## src/include/fppc_pkg.sv

```systemverilog
// Operation
// - Oscillator runs at nominal 55 kHz; outside burst each period begins one switching cycle.
// - Switching period is dithered continuously within plus and minus four percent.
// - On leaving lockout, the peak limit ramps from zero to 0.75V over 4ms.
// - Every restart, including automatic recovery, repeats the full soft-start ramp.
// - Feedback below burst threshold enters burst control at nominal 22 kHz rate.
// - In burst, pulse only when supply is low and feedback requests on.
// - Current-limit comparator is ignored during blanking at the start of on time.
// - After blanking, sensed current reaching feedback level ends the on pulse.
// - Plateau is sampled during flyback only after about 2us from its start.
// - Eight successive plateaus above 2.5V declare output overvoltage and auto-recovery.
// - A plateau below threshold before eight clears the counter, no fault.
// - Feedback above power limit longer than debounce time shuts down switching.
// - After overload, resume only after supply drops below lockout, then fresh start.
// - Over-temperature or open current-sense input turns the power switch off.
// - Supply above 29V holds the switch off until supply falls below 8V.
// - After supply overvoltage releases, run the complete power-on restart sequence.
// - Leading-edge blanking lasts about 270 ns from the start of each pulse.
// - Overload debounce is about 50 ms of continuous power-limit indication.
package fppc_pkg;

    localparam int CLK_HZ = 50_000_000;
    localparam int CLK_MHZ = 50;

    localparam int OSC_HZ = 55_000;
    localparam int OSC_CYC = CLK_HZ / OSC_HZ;
    localparam int DITHER_PCT = 4;
    localparam int DITHER_CYC = OSC_CYC * DITHER_PCT / 100;
    localparam int OSC_W = 10;
    localparam int DITHER_W = 7;

    localparam int MAX_DUTY_PCT = 75;
    localparam int MAX_ON_CYC = OSC_CYC * MAX_DUTY_PCT / 100;

    localparam int BURST_HZ = 22_000;
    localparam int BURST_CYC = CLK_HZ / BURST_HZ;
    localparam int BURST_W = 12;

    localparam int BLANK_NS = 270;
    localparam int BLANK_CYC = (BLANK_NS * CLK_MHZ + 999) / 1000;

    localparam int PLATEAU_NS = 2000;
    localparam int PLATEAU_CYC = (PLATEAU_NS * CLK_MHZ + 999) / 1000;
    localparam int PLATEAU_W = 7;

    localparam int OVP_EVENTS = 8;
    localparam int OVP_W = 4;

    localparam int SS_MS = 4;
    localparam int SS_CYC = CLK_HZ / 1000 * SS_MS;
    localparam int SS_LEVEL_W = 8;
    localparam logic [SS_LEVEL_W-1:0] SS_LEVEL_MAX = 8'hFF;
    localparam int SS_CNT_W = 18;

    localparam int OLP_MS = 50;
    localparam int OLP_CYC = CLK_HZ / 1000 * OLP_MS;
    localparam int OLP_W = 22;

    typedef enum logic [1:0] {
        FPPC_LOCKOUT = 2'b00,
        FPPC_RUN = 2'b01,
        FPPC_FAULT = 2'b10
    } fppc_state_t;

    typedef enum logic [2:0] {
        FPPC_F_NONE = 3'b000,
        FPPC_F_OUT_OVP = 3'b001,
        FPPC_F_OVERLOAD = 3'b010,
        FPPC_F_OVER_TEMP = 3'b011,
        FPPC_F_SENSE_OPEN = 3'b100,
        FPPC_F_SUPPLY_OVP = 3'b101
    } fppc_fault_t;

endpackage

```

## src/rtl/fppc_osc.sv

```systemverilog
`timescale 1ns/10ps
module fppc_osc
(
    // Clock and reset.
    input wire logic sys_clk_i,
    input wire logic rst_i,
    // Cycle marker.
    output logic period_start_o
);

    localparam logic [fppc_pkg::OSC_W-1:0] BASE = fppc_pkg::OSC_W'(fppc_pkg::OSC_CYC);
    localparam logic signed [fppc_pkg::DITHER_W-1:0] SPAN = fppc_pkg::DITHER_W'(fppc_pkg::DITHER_CYC);

    logic [fppc_pkg::OSC_W-1:0] cnt_reg;
    logic signed [fppc_pkg::DITHER_W-1:0] offs_reg;
    logic up_reg;
    logic [fppc_pkg::OSC_W-1:0] period_len;
    logic wrap;

    ////////////////////////////////////////////////////////////////////////////////
    // A triangle sweep of one cycle per period keeps the spectrum flat across the band.
    assign period_len = fppc_pkg::OSC_W'($signed({1'b0, BASE}) + offs_reg);
    assign wrap = (cnt_reg == period_len - 10'h001);
    assign period_start_o = wrap;

    always_ff @(posedge sys_clk_i)
    begin
        if (rst_i)
        begin
            cnt_reg <= 10'h000;
            offs_reg <= 7'h00;
            up_reg <= 1'b1;
        end
        else
        begin
            cnt_reg <= wrap ? 10'h000 : cnt_reg + 10'h001;
            if (wrap)
            begin
                offs_reg <= up_reg ? offs_reg + 7'h01 : offs_reg - 7'h01;
                if (up_reg && offs_reg == SPAN - 7'h01)
                    up_reg <= 1'b0;
                else if (!up_reg && offs_reg == -SPAN + 7'h01)
                    up_reg <= 1'b1;
            end
        end
    end

endmodule // fppc_osc

```

## src/rtl/fppc_soft_start.sv

```systemverilog
`timescale 1ns/10ps
module fppc_soft_start
#(
    parameter int SS_CYCLES = fppc_pkg::SS_CYC
)
(
    // Clock and reset.
    input wire logic sys_clk_i,
    input wire logic rst_i,
    // Control.
    input wire logic restart_i,
    // Limit level towards the peak-current comparator.
    output logic [fppc_pkg::SS_LEVEL_W-1:0] level_o
);

    localparam int STEP_INT = (SS_CYCLES / 255 < 1) ? 1 : SS_CYCLES / 255;
    localparam logic [fppc_pkg::SS_CNT_W-1:0] STEP = fppc_pkg::SS_CNT_W'(STEP_INT);

    logic [fppc_pkg::SS_CNT_W-1:0] div_reg;
    logic [fppc_pkg::SS_LEVEL_W-1:0] level_reg;
    logic step_en;

    ////////////////////////////////////////////////////////////////////////////////
    // The level climbs one code per step so the full scale is reached after the ramp time.
    assign step_en = (div_reg == STEP - 18'h00001);
    assign level_o = level_reg;

    always_ff @(posedge sys_clk_i)
    begin
        if (rst_i || restart_i)
        begin
            div_reg <= 18'h00000;
            level_reg <= 8'h00;
        end
        else
        begin
            div_reg <= step_en ? 18'h00000 : div_reg + 18'h00001;
            if (step_en && level_reg != fppc_pkg::SS_LEVEL_MAX)
                level_reg <= level_reg + 8'h01;
        end
    end

endmodule // fppc_soft_start

```

## src/rtl/fppc_core.sv

```systemverilog
`timescale 1ns/10ps
module fppc_core
#(
    parameter int SS_CYCLES = fppc_pkg::SS_CYC,
    parameter int OLP_CYCLES = fppc_pkg::OLP_CYC
)
(
    // Clock and reset.
    input wire logic sys_clk_i,
    input wire logic rst_i,

    // Supply comparators.
    input wire logic supply_above_exit_i,
    input wire logic supply_below_lockout_i,
    input wire logic supply_ovp_i,
    input wire logic supply_below_burst_i,

    // Feedback comparators.
    input wire logic fb_below_burst_i,
    input wire logic fb_on_request_i,
    input wire logic fb_above_limit_i,

    // Current sense and protection comparators.
    input wire logic cs_reach_fb_i,
    input wire logic cs_reach_ss_i,
    input wire logic sense_open_i,
    input wire logic over_temp_i,
    input wire logic plateau_above_i,

    // Gate command and status.
    output logic gate_o,
    output logic [fppc_pkg::SS_LEVEL_W-1:0] ss_level_o,
    output logic lockout_o,
    output logic burst_o,
    output logic fault_o,
    output logic [2:0] fault_code_o
);

    localparam logic [fppc_pkg::OSC_W-1:0] MAX_ON = fppc_pkg::OSC_W'(fppc_pkg::MAX_ON_CYC);
    localparam logic [fppc_pkg::OSC_W-1:0] BLANK = fppc_pkg::OSC_W'(fppc_pkg::BLANK_CYC);
    localparam logic [fppc_pkg::BURST_W-1:0] BURST_LEN = fppc_pkg::BURST_W'(fppc_pkg::BURST_CYC);
    localparam logic [fppc_pkg::PLATEAU_W-1:0] PLAT_LEN = fppc_pkg::PLATEAU_W'(fppc_pkg::PLATEAU_CYC);
    localparam logic [fppc_pkg::OVP_W-1:0] OVP_LIM = fppc_pkg::OVP_W'(fppc_pkg::OVP_EVENTS);
    localparam logic [fppc_pkg::OLP_W-1:0] OLP_LIM = fppc_pkg::OLP_W'(OLP_CYCLES);

    ////////////////////////////////////////////////////////////////////////////////
    // Declarations.

    fppc_pkg::fppc_state_t state_reg;
    fppc_pkg::fppc_state_t state_next;
    fppc_pkg::fppc_fault_t fault_reg;
    fppc_pkg::fppc_fault_t fault_hit;

    logic gate_reg;
    logic gate_next;
    logic [fppc_pkg::OSC_W-1:0] on_cnt_reg;
    logic [fppc_pkg::BURST_W-1:0] burst_cnt_reg;
    logic fly_active_reg;
    logic [fppc_pkg::PLATEAU_W-1:0] fly_cnt_reg;
    logic [fppc_pkg::OVP_W-1:0] ovp_cnt_reg;
    logic [fppc_pkg::OLP_W-1:0] olp_cnt_reg;

    logic period_start;
    logic burst_tick;
    logic run;
    logic restart;
    logic past_blank;
    logic cs_stop;
    logic max_on;
    logic start_ok;
    logic sample_now;
    logic ovp_trip;
    logic olp_trip;
    logic any_fault;
    logic run_next;
    logic pulse_end;

    ////////////////////////////////////////////////////////////////////////////////
    // Timing sources.

    fppc_osc u_osc
    (
        .sys_clk_i(sys_clk_i),
        .rst_i(rst_i),
        .period_start_o(period_start)
    );

    fppc_soft_start #(
        .SS_CYCLES(SS_CYCLES)
    ) u_ss
    (
        .sys_clk_i(sys_clk_i),
        .rst_i(rst_i),
        .restart_i(restart),
        .level_o(ss_level_o)
    );

    ////////////////////////////////////////////////////////////////////////////////
    // Sequencer decode.

    assign run = (state_reg == fppc_pkg::FPPC_RUN);
    assign restart = (state_reg == fppc_pkg::FPPC_LOCKOUT) && (state_next == fppc_pkg::FPPC_RUN);

    assign ovp_trip = (ovp_cnt_reg == OVP_LIM);
    assign olp_trip = (olp_cnt_reg == OLP_LIM);

    // Supply overvoltage is checked first; every fault holds off alike until the supply falls below lockout.
    assign fault_hit = supply_ovp_i ? fppc_pkg::FPPC_F_SUPPLY_OVP :
                       over_temp_i ? fppc_pkg::FPPC_F_OVER_TEMP :
                       sense_open_i ? fppc_pkg::FPPC_F_SENSE_OPEN :
                       ovp_trip ? fppc_pkg::FPPC_F_OUT_OVP :
                       olp_trip ? fppc_pkg::FPPC_F_OVERLOAD :
                       fppc_pkg::FPPC_F_NONE;
    assign any_fault = (fault_hit != fppc_pkg::FPPC_F_NONE);

    always_comb
    begin
        state_next = state_reg;
        unique case (state_reg)
            fppc_pkg::FPPC_LOCKOUT:
            begin
                if (supply_above_exit_i && !supply_ovp_i)
                    state_next = fppc_pkg::FPPC_RUN;
            end
            fppc_pkg::FPPC_RUN:
            begin
                if (any_fault)
                    state_next = fppc_pkg::FPPC_FAULT;
                else if (supply_below_lockout_i)
                    state_next = fppc_pkg::FPPC_LOCKOUT;
            end
            fppc_pkg::FPPC_FAULT:
            begin
                // Every fault recovers through lockout, so the restart is a full power-on one.
                if (supply_below_lockout_i)
                    state_next = fppc_pkg::FPPC_LOCKOUT;
            end
            default:
                state_next = fppc_pkg::FPPC_LOCKOUT;
        endcase
    end

    ////////////////////////////////////////////////////////////////////////////////
    // Pulse timing decode.

    assign burst_tick = (burst_cnt_reg == BURST_LEN - 12'h001);
    assign past_blank = (on_cnt_reg >= BLANK);
    assign cs_stop = past_blank && (cs_reach_fb_i || cs_reach_ss_i);
    assign max_on = (on_cnt_reg == MAX_ON - 10'h001);

    // Burst pulses start off the oscillator grid, so within run only current or duty may end a pulse.
    assign pulse_end = cs_stop || max_on;
    // Leaving run drops the gate on that same edge, so lockout and fault never see it high.
    assign run_next = (state_next == fppc_pkg::FPPC_RUN);

    // In burst the gate waits for the slower tick and for the supply to sag.
    assign start_ok = fb_below_burst_i
                      ? (burst_tick && supply_below_burst_i && fb_on_request_i)
                      : period_start;

    always_comb
    begin
        gate_next = gate_reg;
        if (!run || !run_next)
            gate_next = 1'b0;
        else if (gate_reg)
        begin
            if (pulse_end)
                gate_next = 1'b0;
        end
        else if (start_ok)
            gate_next = 1'b1;
    end

    assign sample_now = fly_active_reg && !gate_reg && (fly_cnt_reg == PLAT_LEN - 7'h01);

    ////////////////////////////////////////////////////////////////////////////////
    // State and gate registers.

    always_ff @(posedge sys_clk_i)
    begin
        if (rst_i)
            state_reg <= fppc_pkg::FPPC_LOCKOUT;
        else
            state_reg <= state_next;
    end

    always_ff @(posedge sys_clk_i)
    begin
        if (rst_i)
            gate_reg <= 1'b0;
        else
            gate_reg <= gate_next;
    end

    // The code survives the hold-off so it can still be read while the supply sags.
    always_ff @(posedge sys_clk_i)
    begin
        if (rst_i || restart)
            fault_reg <= fppc_pkg::FPPC_F_NONE;
        else if (run && any_fault)
            fault_reg <= fault_hit;
    end

    ////////////////////////////////////////////////////////////////////////////////
    // On-time and burst counters.

    always_ff @(posedge sys_clk_i)
    begin
        if (rst_i || !gate_reg)
            on_cnt_reg <= 10'h000;
        else
            on_cnt_reg <= on_cnt_reg + 10'h001;
    end

    always_ff @(posedge sys_clk_i)
    begin
        if (rst_i || burst_tick)
            burst_cnt_reg <= 12'h000;
        else
            burst_cnt_reg <= burst_cnt_reg + 12'h001;
    end

    ////////////////////////////////////////////////////////////////////////////////
    // Flyback plateau sampling.

    // One sample per gate-off edge, so the debounce count moves at most once a cycle.
    always_ff @(posedge sys_clk_i)
    begin
        if (rst_i || gate_next)
        begin
            fly_active_reg <= 1'b0;
            fly_cnt_reg <= 7'h00;
        end
        else if (gate_reg)
        begin
            fly_active_reg <= 1'b1;
            fly_cnt_reg <= 7'h00;
        end
        else if (sample_now)
            fly_active_reg <= 1'b0;
        else if (fly_active_reg)
            fly_cnt_reg <= fly_cnt_reg + 7'h01;
    end

    always_ff @(posedge sys_clk_i)
    begin
        if (rst_i || !run)
            ovp_cnt_reg <= 4'h0;
        else if (sample_now)
        begin
            if (!plateau_above_i)
                ovp_cnt_reg <= 4'h0;
            else if (!ovp_trip)
                ovp_cnt_reg <= ovp_cnt_reg + 4'h1;
        end
    end

    ////////////////////////////////////////////////////////////////////////////////
    // Overload debounce.

    // Any dip below the power limit restarts the wait, so only a continuous overload trips.
    always_ff @(posedge sys_clk_i)
    begin
        if (rst_i || !run || !fb_above_limit_i)
            olp_cnt_reg <= 22'h000000;
        else if (!olp_trip)
            olp_cnt_reg <= olp_cnt_reg + 22'h000001;
    end

    ////////////////////////////////////////////////////////////////////////////////
    // Outputs.

    assign gate_o = gate_reg;
    assign lockout_o = (state_reg == fppc_pkg::FPPC_LOCKOUT);
    assign burst_o = run && fb_below_burst_i;
    assign fault_o = (state_reg == fppc_pkg::FPPC_FAULT);
    assign fault_code_o = fault_reg;

endmodule // fppc_core

```

## config.mk

```make
export PLATFORM = sky130hd
export DESIGN_NAME = fppc_core
export DESIGN_NICKNAME = d
export VERILOG_FILES = /design/src/include/fppc_pkg.sv /design/src/rtl/fppc_osc.sv /design/src/rtl/fppc_soft_start.sv /design/src/rtl/fppc_core.sv
export SDC_FILE = /design/constraint.sdc
export NUM_CORES = 1
export LEC_CHECK = 0
export ABC_AREA = 0
export BUFFER_PORTS_ARGS = -buffer_cell sky130_fd_sc_hd__buf_2
export CAP_MARGIN = 10
export CORE_MARGIN = 10
export CORE_UTILIZATION = 50
export DETAILED_ROUTE_END_ITERATION = 12
export MAX_ROUTING_LAYER = met4
export PLACE_DENSITY_LB_ADDON = 0.1
export SYNTH_ARGS = -nofsm -noshare
export SYNTH_HDL_FRONTEND = slang
export SYNTH_SLANG_ARGS = --single-unit
```

## constraint.sdc

```tcl
create_clock -name sys_clk_i -period 2.9 [get_ports sys_clk_i]
set_input_delay 0.145 -clock sys_clk_i [delete_from_list [all_inputs] [get_ports sys_clk_i]]
set_output_delay 0.145 -clock sys_clk_i [all_outputs]
set_load 0.01 [all_outputs]
```

==> results.md, run 1 <==
- DR DRC count: 0
- Skew final: 0.00805 ns
- Slowest stage cell, crit path: dfxtp_1
- Initial DRT Pass Iterations: 4
- Power per cell area: 422 mW/mm²
- Max Slew Vio Count: 0
- Post-Syn Instances: 626
- Slew @ Worst Pin: 0.739 ns
- Seq/Total Area, Yosys: 39.8%
- Syn nets: 660
- WP buf/inv: 1
- CTS Hold Bufs: 0
- Starting density of the core: 51.4%
- Worst setup margin: 0.144 ns
- TritonCTS Buffers: 9
- Site Rows: 37
- Total track usage: 14.9%
- Die Y: 123 µm
- Clk_lat worst skew: 0.37 ns
- Layout cell share with drive strength beyond 1: 10.3%
- WS Path Type: reg2reg
- Starting DRC count in detailed routing: 190
- First-pass GRT wire length: 18300 µm
- P_leak: 2.17 nW
- # IOs: 29
- Final setup fails: 0
- CP arrival: 3.06 ns
- ANT nets after route: 0
- Clock slew at reported path FFs: 0.09 ns
- CP Cell Sequence: ha_2, a21boi_0, mux2i_1, xnor2_1, nor4_1, nand4_2, buf_4, or3_1, a21oi_1
- Initial antenna violation count: 0
- Yosys warns: 0
- Port Buf Inserts: 28
- Final HPWL from detailed placement: 7620 µm
- Fin util: 56.4%
- Worst-path fanout max: 8
- Clock root cell: clkbuf_8
- Tcrit/Tclk final: 95.0%
- Fmax: 0.363 GHz
- Avg Synthesized Cell Area: 8.52 µm²
- Largest net degree at the start of global routing: 23
- Synth top area cells: dfxtp_1 40%, nor2_1 8.7%, xor2_1 7.6%
- Avg WL per Cell: 13.3 µm
- Ys async rst share: 0%
- Synth Flop Type: dfxtp_1
- CTS tree: done
- WP data required: 3.20 ns
- Vias in the first global route: 4027
- Setup TNS: 0 ns
- CP endpoint kind: flip-flop
- Area leader, netlist: dfxtp_1
- Die area: 0.0152 mm²
- Max cap viols: 0
- P&R area growth vs syn: 9.69%
- Avg Vias per Cell: 5.25
- FF+latch count, synth: 106
- Largest delay share family, worst path: simple AND/OR/NAND/NOR gates
- Crit start category: flip-flop
- Post-layout nets: 690
- Unique cell type count in the Yosys netlist: 59
- Hold crit path type: in2reg
- VDD IR max: 0.299 mV
- Clk sinks: 106
- Slew Limit Headroom: 50.6%
- Die span in x: 123 µm
- Final Hold Fails: 0
- Design Area, Final: 0.00585 mm²
- Ant. Diodes: 0
- Dpl ws: 0.00993 ns
- CP peak stage delay: 0.46 ns
- EDFF count, synth: 0
- Vias: 4182
- Fin crit period: 2.76 ns
- Placed inst area: 0.00560 mm²
- Max reg flops: 22
- Placer Congestion: 0.824
- Maximum clock path buffer count: 2
- H-tree levels: 3
- Synth top area share: 39.8%
- Outcome: finished clean
- Core area: 0.0104 mm²
- Fillers: 957
- Final WL: 10600 µm
- Mapped cell area: 0.00533 mm²
- GR Overflow Total: 0
==> per-stage QoR <==
| stage | instances | hold slack [ns] | power (W) |
|---|---|---|---|
| floorplan | 626 | 0.318 | 0.00156 |
| global placement | 779 | 0.433 | 0.00159 |
| global route | 796 | 0.0801 | 0.00257 |
| detailed placement | 779 | 0.442 | 0.00159 |
| finish | 796 | 0.0569 | 0.00247 |
| CTS | 794 | 0.0318 | 0.00251 |
==> cell usage after synthesis, drive strengths merged, types with 2 or more instances <==
library cell and number:
nor2 124, dfxtp 106, xor2 46, nand3 38
xnor2 38, nand2 34, inv 28, ha 19
nand4 19, a21oi 18, and3 14, o21ai 13
nor3 11, buf 10, mux2i 10, or3 10
nor4 9, clkbuf 8, nand2b 7, nor2b 5
a21o 4, and4 4, nor4b 4, o21bai 4
or2 4, or4 4, and2 3, nand4b 3
o21a 3, a2111oi 2, a211oi 2, a21bo 2
a22oi 2, nand3b 2, o211ai 2, o221ai 2
o311ai 2
==> worst reg2reg max path, stage by stage (launching register included) <==
cell	delay, ns
dfxtp_1	0.46
ha_2	0.33
a21boi_0	0.26
mux2i_1	0.30
xnor2_1	0.12
nor4_1	0.36
nand4_2	0.16
buf_4	0.20
or3_1	0.35
a21oi_1	0.14
==> repair_timing <==
item | 4_1_cts | 5_1_grt
endpoints found under the setup margin | 1 | 26
pin swaps | 0 | 1
buffers inserted | 0 | 2
gates resized for setup | 1 | 5
==> cells by family (layout without fill, tap and decap cells) <==
group / Yosys count / count (layout) / share of synthesized area, %
flip-flops: 106 / 106 / 39.8
multiplexers: 10 / 10 / 1.88
adder cells (fa/ha/maj): 20 / 20 / 4.83
buffers and inverters: 46 / 80 / 3.78
AND/OR/NAND/NOR: 296 / 296 / 27.8
AO/OA/AOI/OAI: 64 / 64 / 8.16
XOR/XNOR: 84 / 84 / 13.8
==> placed cells by master (no fill, tap or decap), types with 3 or more instances in the layout <==
| cell type | count |
|---|---|
| nor3_1 | 9 |
| nand4b_1 | 3 |
| and4_1 | 4 |
| o21bai_1 | 4 |
| nand3_1 | 38 |
| nand2b_1 | 7 |
| nand4_1 | 17 |
| or2_2 | 4 |
| mux2i_1 | 10 |
| buf_4 | 9 |
| or4_1 | 4 |
| nor4_1 | 8 |
| or3_1 | 9 |
| inv_1 | 28 |
| xnor2_1 | 38 |
| o21a_1 | 3 |
| buf_2 | 28 |
| o21ai_0 | 13 |
| clkbuf_8 | 10 |
| nor2_1 | 124 |
| xor2_1 | 46 |
| dfxtp_1 | 106 |
| nor2b_1 | 5 |
| and3_1 | 14 |
| nand2_1 | 34 |
| ha_1 | 18 |
| a21oi_1 | 18 |
| and2_1 | 3 |
| nor4b_1 | 3 |
| a21o_1 | 4 |
==> power by group <==
part | switching [W] | internal (W) | total (W)
Combinational | 0.0000500 | 0.0000307 | 0.0000807
Sequential | 0.0000131 | 0.00147 | 0.00148
Clock | 0.000490 | 0.000415 | 0.000905
Total | 0.000553 | 0.00191 | 0.00247
==> path summary, 6_finish.rpt <==
check / endpoint / cells past startpoint / slack [ns] / from
worst min-delay path: state_reg[1] / 3 / 0.06 / supply_below_lockout_i
worst min register to register: on_cnt_reg[0] / 1 / 0.47 / on_cnt_reg[0]
worst max-delay path: u_osc.offs_reg[6] / 9 / 0.14 / u_osc.offs_reg[1]
worst max register to register: u_osc.offs_reg[6] / 9 / 0.14 / u_osc.offs_reg[1]
==> routing by layer <==
metal	track usage [%]	up-vias	part of all wire, %
li1	-	2191	-
met1	17.5	1944	48
met2	24.6	37	48
met3	4.19	10	3.1
met4	3.71	0	0.82
met5	-	-	0
==> final cells by class <==
type                       instances  area [µm²]  area share [%]
multi-input combinational        474        3050            52.2
sequential                       106        2120            36.3
timing repair buffer              37         208            3.55
clock buffer                      10         138            2.35
clock inverter                     5        55.1           0.941
tap                              136         170            2.91
inverter                          28         105            1.80
(Power assumes the default switching activity.)
==> run 2: changes to the inputs <==
--- a/config.mk
+++ b/config.mk
@@ -13,6 +13,7 @@
 export DETAILED_ROUTE_END_ITERATION = 12
 export MAX_ROUTING_LAYER = met4
 export PLACE_DENSITY_LB_ADDON = 0.1
+export REMOVE_ABC_BUFFERS = 1
 export SYNTH_ARGS = -nofsm -noshare
 export SYNTH_HDL_FRONTEND = slang
 export SYNTH_SLANG_ARGS = --single-unit
==> constraint.sdc (replaced) <==
create_clock -name sys_clk_i -period 3 [get_ports sys_clk_i]
set_input_delay 0.15 -clock sys_clk_i [delete_from_list [all_inputs] [get_ports sys_clk_i]]
set_output_delay 0.15 -clock sys_clk_i [all_outputs]
set_load 0.01 [all_outputs]
==> run 2 against run 1 <==
  * Global-route usage up 0.077 points
  * Die area unchanged
  * Cell count decreased by 0.38%
  * Worst hold slack improved by 0.030 ns
  * Sequential power shrank 3%
  * Flip-flop and latch count is the same
  * Critical endpoint unchanged
  * Largest power group unchanged
  * Highest routed layer unchanged
==> results.md, run 2 (synthesis results as in run 1) <==
- Die span in x: 123 µm (unchanged)
- Avg Vias per Cell: 5.35 (+1.7%)
- Final Hold Fails: 0 (unchanged)
- Hold crit path type: in2reg
- Vias: 4239 (+1.4%)
- CP peak stage delay: 0.51 ns (+0.05 ns)
- ANT nets after route: 0 (unchanged)
- H-tree levels: 3 (unchanged)
- Post-layout nets: 686 (-0.58%)
- Outcome: finished clean
- Placed inst area: 0.00559 mm² (-0.27%)
- Final WL: 10600 µm (+0.71%)
- Setup bufs post-CTS: 0 (unchanged)
- Crit start category: flip-flop
- Power, Total: 0.00247 W (about the same)
- Starting density of the core: 51.4% (unchanged)
- WS Path Type: reg2reg
- GRT met2 Usage: 22.8% (-1.8 points)
- Routing usage on met3: 4.56% (+0.36 points)
- Unrepaired setup endpoints after global routing: no
- WP buf/inv: 1 (unchanged)
- Final setup fails: 0 (unchanged)
- Worst-path fanout max: 10 (+2)
- Site Rows: 37 (unchanged)
- Largest delay share family, worst path: simple AND/OR/NAND/NOR gates
- Initial DRT Pass Iterations: 5 (+1)
- Most common cell after layout, fill and taps aside: nor2_1
- Core area: 0.0104 mm² (unchanged)
- Clock slew at reported path FFs: 0.10 ns (about the same)
- Slew @ Worst Pin: 0.762 ns (+0.0229 ns)
- Max cap viols: 0 (unchanged)
- Max Slew Vio Count: 0 (unchanged)
- Most frequent cells in the layout: 124 x nor2_1, 106 x dfxtp_1, 46 x xor2_1, 38 x nand3_1, 38 x xnor2_1
- Final HPWL from detailed placement: 7780 µm (+2.0%)
- Clock root cell: clkbuf_8
- VDD IR max: 0.344 mV (+15%)
- TritonCTS Buffers: 9 (unchanged)
- Tcrit/Tclk final: 92.5% (-2.6 points)
- Design Area, Final: 0.00581 mm² (-0.66%)
- Placer Congestion: 0.826 (+0.25%)
- Met1 GRT Util: 18.6% (+1.1 points)
- Busiest grt layer: met2
- CTS tree: done
- DR DRC count: 0 (unchanged)
- Die Y: 123 µm (unchanged)
- Clk sinks: 106 (unchanged)
- Port Buf Inserts: 28 (unchanged)
- Fin crit period: 2.77 ns (+0.0185 ns)
- Slew Limit Headroom: 49.1% (-1.5 points)
- # IOs: 29 (unchanged)
- Max reg flops: 22 (unchanged)
- Starting DRC count in detailed routing: 287 (+51%)
- First-pass GRT wire length: 18200 µm (-0.68%)
- GR Overflow Total: 0 (unchanged)
- P_leak: 2.16 nW (about the same)
- Largest net degree at the start of global routing: 23 (unchanged)
- Die area: 0.0152 mm² (unchanged)
- Ant. Diodes: 0 (unchanged)
- WP data required: 3.26 ns (+0.06 ns)
- CP Cell Sequence: ha_1, a21boi_0, mux2i_1, xnor2_1, nor4_1, nand4_2, buf_4, o21ai_0, a21oi_1
- Vias in the first global route: 3945 (-2.0%)
- Initial antenna violation count: 0 (unchanged)
- Fin util: 56.0% (-0.37 points)
- Fmax: 0.360 GHz (-0.67%)
- Maximum clock path buffer count: 2 (unchanged)
- Power per cell area: 425 mW/mm² (+0.74%)
- Slowest stage cell, crit path: dfxtp_1
- Skew final: 0.00998 ns (+0.00193 ns)
- P&R area growth vs syn: 8.96%
- CP endpoint kind: flip-flop
- Total track usage: 15.0% (+0.077 points)
- Layout cell share with drive strength beyond 1: 9.59% (-0.71 points)
- Setup TNS: 0 ns (unchanged)
- Avg WL per Cell: 13.4 µm (+1.1%)
- Clk_lat worst skew: 0.38 ns (about the same)
- CP arrival: 3.04 ns (-0.02 ns)
[run 2: final timing paths]
path	start	to	slack [ns]	depth (start not counted)
setup reg to reg	u_osc.offs_reg[0]	u_osc.offs_reg[6]	0.23	9
hold / removal	supply_below_lockout_i	state_reg[1]	0.09	3
setup / recovery	u_osc.offs_reg[0]	u_osc.offs_reg[6]	0.23	9
hold reg to reg	u_ss.div_reg[0]	u_ss.div_reg[0]	0.47	1
[run 2: area by class of cell]
type | instances | area [µm²]
sequential | 106 | 2120
tap | 136 | 170
multi-input combinational | 474 | 3020
timing repair buffer | 33 | 178
inverter | 28 | 105
clock buffer | 11 | 141
fill | 1012 | 4560
clock inverter | 5 | 77.6
[run 2: metal layers]
| layer | wire length, µm | up-vias |
|---|---|---|
| met3 | 476 | 16 |
| li1 | - | 2189 |
| met1 | 5260 | 1979 |
| met4 | 158 | 0 |
| met5 | 0 | - |
| met2 | 4750 | 55 |
[run 2: worst reg2reg max path: stages, from the launching register on]
cell	delay, ns
dfxtp_1	0.51
ha_1	0.36
a21boi_0	0.26
mux2i_1	0.30
xnor2_1	0.10
nor4_1	0.36
nand4_2	0.29
buf_4	0.26
o21ai_0	0.16
a21oi_1	0.08
[run 2: what timing repair did]
action                                  4_1_cts  5_1_grt
gates resized for setup                       0        2
hold buffers                                  0        0
endpoints found under the setup margin        0       24
[run 2: per-stage QoR]
stage	hold WS (ns)	setup slack, ns	std cells
after CTS	0.0688	0.118	793
after global routing	0.0840	0.0176	793
after floorplan	0.219	0.255	608
after detailed placement	0.449	0.129	777
after global placement	0.442	0.322	777
final	0.0864	0.226	793
[run 2: power breakdown]
group          internal, W  switching, W  total (W)  leakage, nW
combinational    0.0000292     0.0000480  0.0000772         1.20
sequential         0.00142     0.0000125    0.00143        0.856
clock             0.000490      0.000469   0.000960        0.109
total              0.00194      0.000530    0.00247         2.16
==> run 3: changes to the inputs <==
==> constraint.sdc (replaced) <==
create_clock -name sys_clk_i -period 3.4 [get_ports sys_clk_i]
set_input_delay 0.17 -clock sys_clk_i [delete_from_list [all_inputs] [get_ports sys_clk_i]]
set_output_delay 0.17 -clock sys_clk_i [all_outputs]
set_load 0.01 [all_outputs]
==> run 3 against run 2 <==
  * Critical path depth stayed put
  * Maximum frequency is 8.6% lower
  * Clock-buffer cell count is 2 lower
  * Sequential power is 12% lower
  * Utilization is 0.60 points lower
  * Cell area is 1.1% lower
  * Routed wire length is 2.4% lower
==> results.md, run 3 (synthesis results as in run 1) <==
- Initial antenna violation count: 0 (unchanged)
- Site Rows: 37 (unchanged)
- WS Path Type: reg2reg
- Layout cell share with drive strength beyond 1: 9.31% (-0.28 points)
- Placed inst area: 0.00557 mm² (-0.27%)
- CTS tree: done
- Total track usage: 14.8% (-0.18 points)
- CP endpoint kind: flip-flop
- Final HPWL from detailed placement: 7650 µm (-1.6%)
- Clock root cell: clkbuf_8
- Die area: 0.0152 mm² (unchanged)
- Final setup fails: 0 (unchanged)
- Slew Limit Headroom: 51.1% (+2.0 points)
- Max cap viols: 0 (unchanged)
- Slew @ Worst Pin: 0.732 ns (-0.0303 ns)
- RR Startpoint: u_osc.offs_reg[1]
- Vias in the first global route: 3890 (-1.4%)
- CP Cell Sequence: inv_1, ha_1, nand3_1, nor4b_1, o211ai_1, o221ai_1, nand4_2, o221ai_2, nor2_1
- CTS Hold Bufs: 0 (unchanged)
- CP peak stage delay: 0.56 ns (+0.05 ns)
- Avg Vias per Cell: 5.33 (-0.31%)
- Final Hold Fails: 0 (unchanged)
- Slowest stage cell, crit path: dfxtp_1
- Unrepaired setup endpoints after global routing: no
- Power per cell area: 357 mW/mm² (-16%)
- TritonCTS Buffers: 9 (unchanged)
- Post-layout nets: 684 (-0.29%)
- Vias: 4215 (-0.57%)
- Starting density of the core: 51.4% (unchanged)
- Max reg flops: 22 (unchanged)
- First-pass GRT wire length: 17900 µm (-1.5%)
- Sequential cell area: 0.00212 mm² (unchanged)
- GR Overflow Total: 0 (unchanged)
- WP buf/inv: 1 (unchanged)
- Min-delay src: supply_below_lockout_i
- Setup TNS: 0 ns (unchanged)
- Crit start category: flip-flop
- Hold crit path type: in2reg
- Most common cell after layout, fill and taps aside: nor2_1
- ANT nets after route: 0 (unchanged)
- Fillers: 1014 (+0.20%)
- Initial DRT Pass Iterations: 4 (-1)
- Clock slew at reported path FFs: 0.10 ns (about the same)
- Placer Congestion: 0.849 (+2.7%)
- DR DRC count: 0 (unchanged)
- Largest net degree at the start of global routing: 23 (unchanged)
- H-tree levels: 3 (unchanged)
- CTS resizes: 0 (unchanged)
- # IOs: 29 (unchanged)
- Maximum clock path buffer count: 2 (unchanged)
- P_leak: 2.13 nW (-1.6%)
- Final WL: 10400 µm (-2.4%)
- Ant. Diodes: 0 (unchanged)
- Fin crit period: 3.04 ns (+0.262 ns)
- Hold_ws: 0.0879 ns (+0.00154 ns)
- P&R area growth vs syn: 7.79%
- Die span in x: 123 µm (unchanged)
- Fin util: 55.4% (-0.60 points)
- Setup crit start: u_osc.offs_reg[1]
- CP arrival: 3.30 ns (+0.26 ns)
- Starting DRC count in detailed routing: 276 (-3.8%)
- Clk sinks: 106 (unchanged)
- Tcrit/Tclk final: 89.3% (-3.2 points)
- Power, Total: 0.00205 W (-17%)
- Most frequent cells in the layout: 124 x nor2_1, 106 x dfxtp_1, 46 x xor2_1, 38 x nand3_1, 38 x xnor2_1
- Outcome: finished clean
- Port Buf Inserts: 28 (unchanged)
- Setup bufs post-CTS: 0 (unchanged)
- Fmax: 0.329 GHz (-8.6%)
- Core area: 0.0104 mm² (unchanged)
- Multi-input logic area: 0.00301 mm² (-0.25%)
- Largest delay share family, worst path: simple AND/OR/NAND/NOR gates
- WP data required: 3.66 ns (+0.40 ns)
- Design Area, Final: 0.00575 mm² (-1.1%)
- Max Slew Vio Count: 0 (unchanged)
- Clk_lat worst skew: 0.39 ns (about the same)
- VDD IR max: 0.286 mV (-17%)
- Skew final: 0.00823 ns (-0.00175 ns)
- Worst-path fanout max: 12 (+2)
- Avg WL per Cell: 13.1 µm (-2.1%)
- Die Y: 123 µm (unchanged)
[run 3: area by class of cell]
type	count	area share [%]
Multi-Input combinational cell	474	52.4
Inverter	28	1.83
Timing Repair Buffer	31	2.83
Tap cell	136	2.96
Clock inverter	7	0.958
Clock buffer	9	2.15
Sequential cell	106	36.9
[run 3: worst min-delay path: stages]
cell,delay [ns]
buf_2,0.10
nand2b_1,0.10
a21oi_1,0.06
[run 3: routing by layer]
layer  GRT usage, %  vias up  part of all wire, %
li1               -     2182                    -
met1           18.3     1965                   48
met2           22.8       57                   45
met3           4.60       11                  5.3
met4           4.37        0                  1.1
met5              -        -                    0
[run 3: stage by stage]
stage,setup WS (ns),std cells
2_1_floorplan,0.655,608
3_3_place_gp,0.525,775
5_1_grt,0.0775,791
4_1_cts,0.358,791
3_5_place_dp,0.380,775
6_report,0.363,791
[run 3: path summary, 6_finish.rpt]
| kind | to | slack, ns | cells past startpoint |
|---|---|---|---|
| max | fly_cnt_reg[0] | 0.36 | 9 |
| max reg2reg | fly_cnt_reg[0] | 0.36 | 9 |
| min reg2reg | on_cnt_reg[0] | 0.47 | 1 |
| min | state_reg[1] | 0.09 | 3 |
[run 3: where the power goes]
part | switching, W | total (W) | internal [W]
registers | 0.0000112 | 0.00126 | 0.00125
logic | 0.0000423 | 0.0000681 | 0.0000258
clock network | 0.000449 | 0.000720 | 0.000271
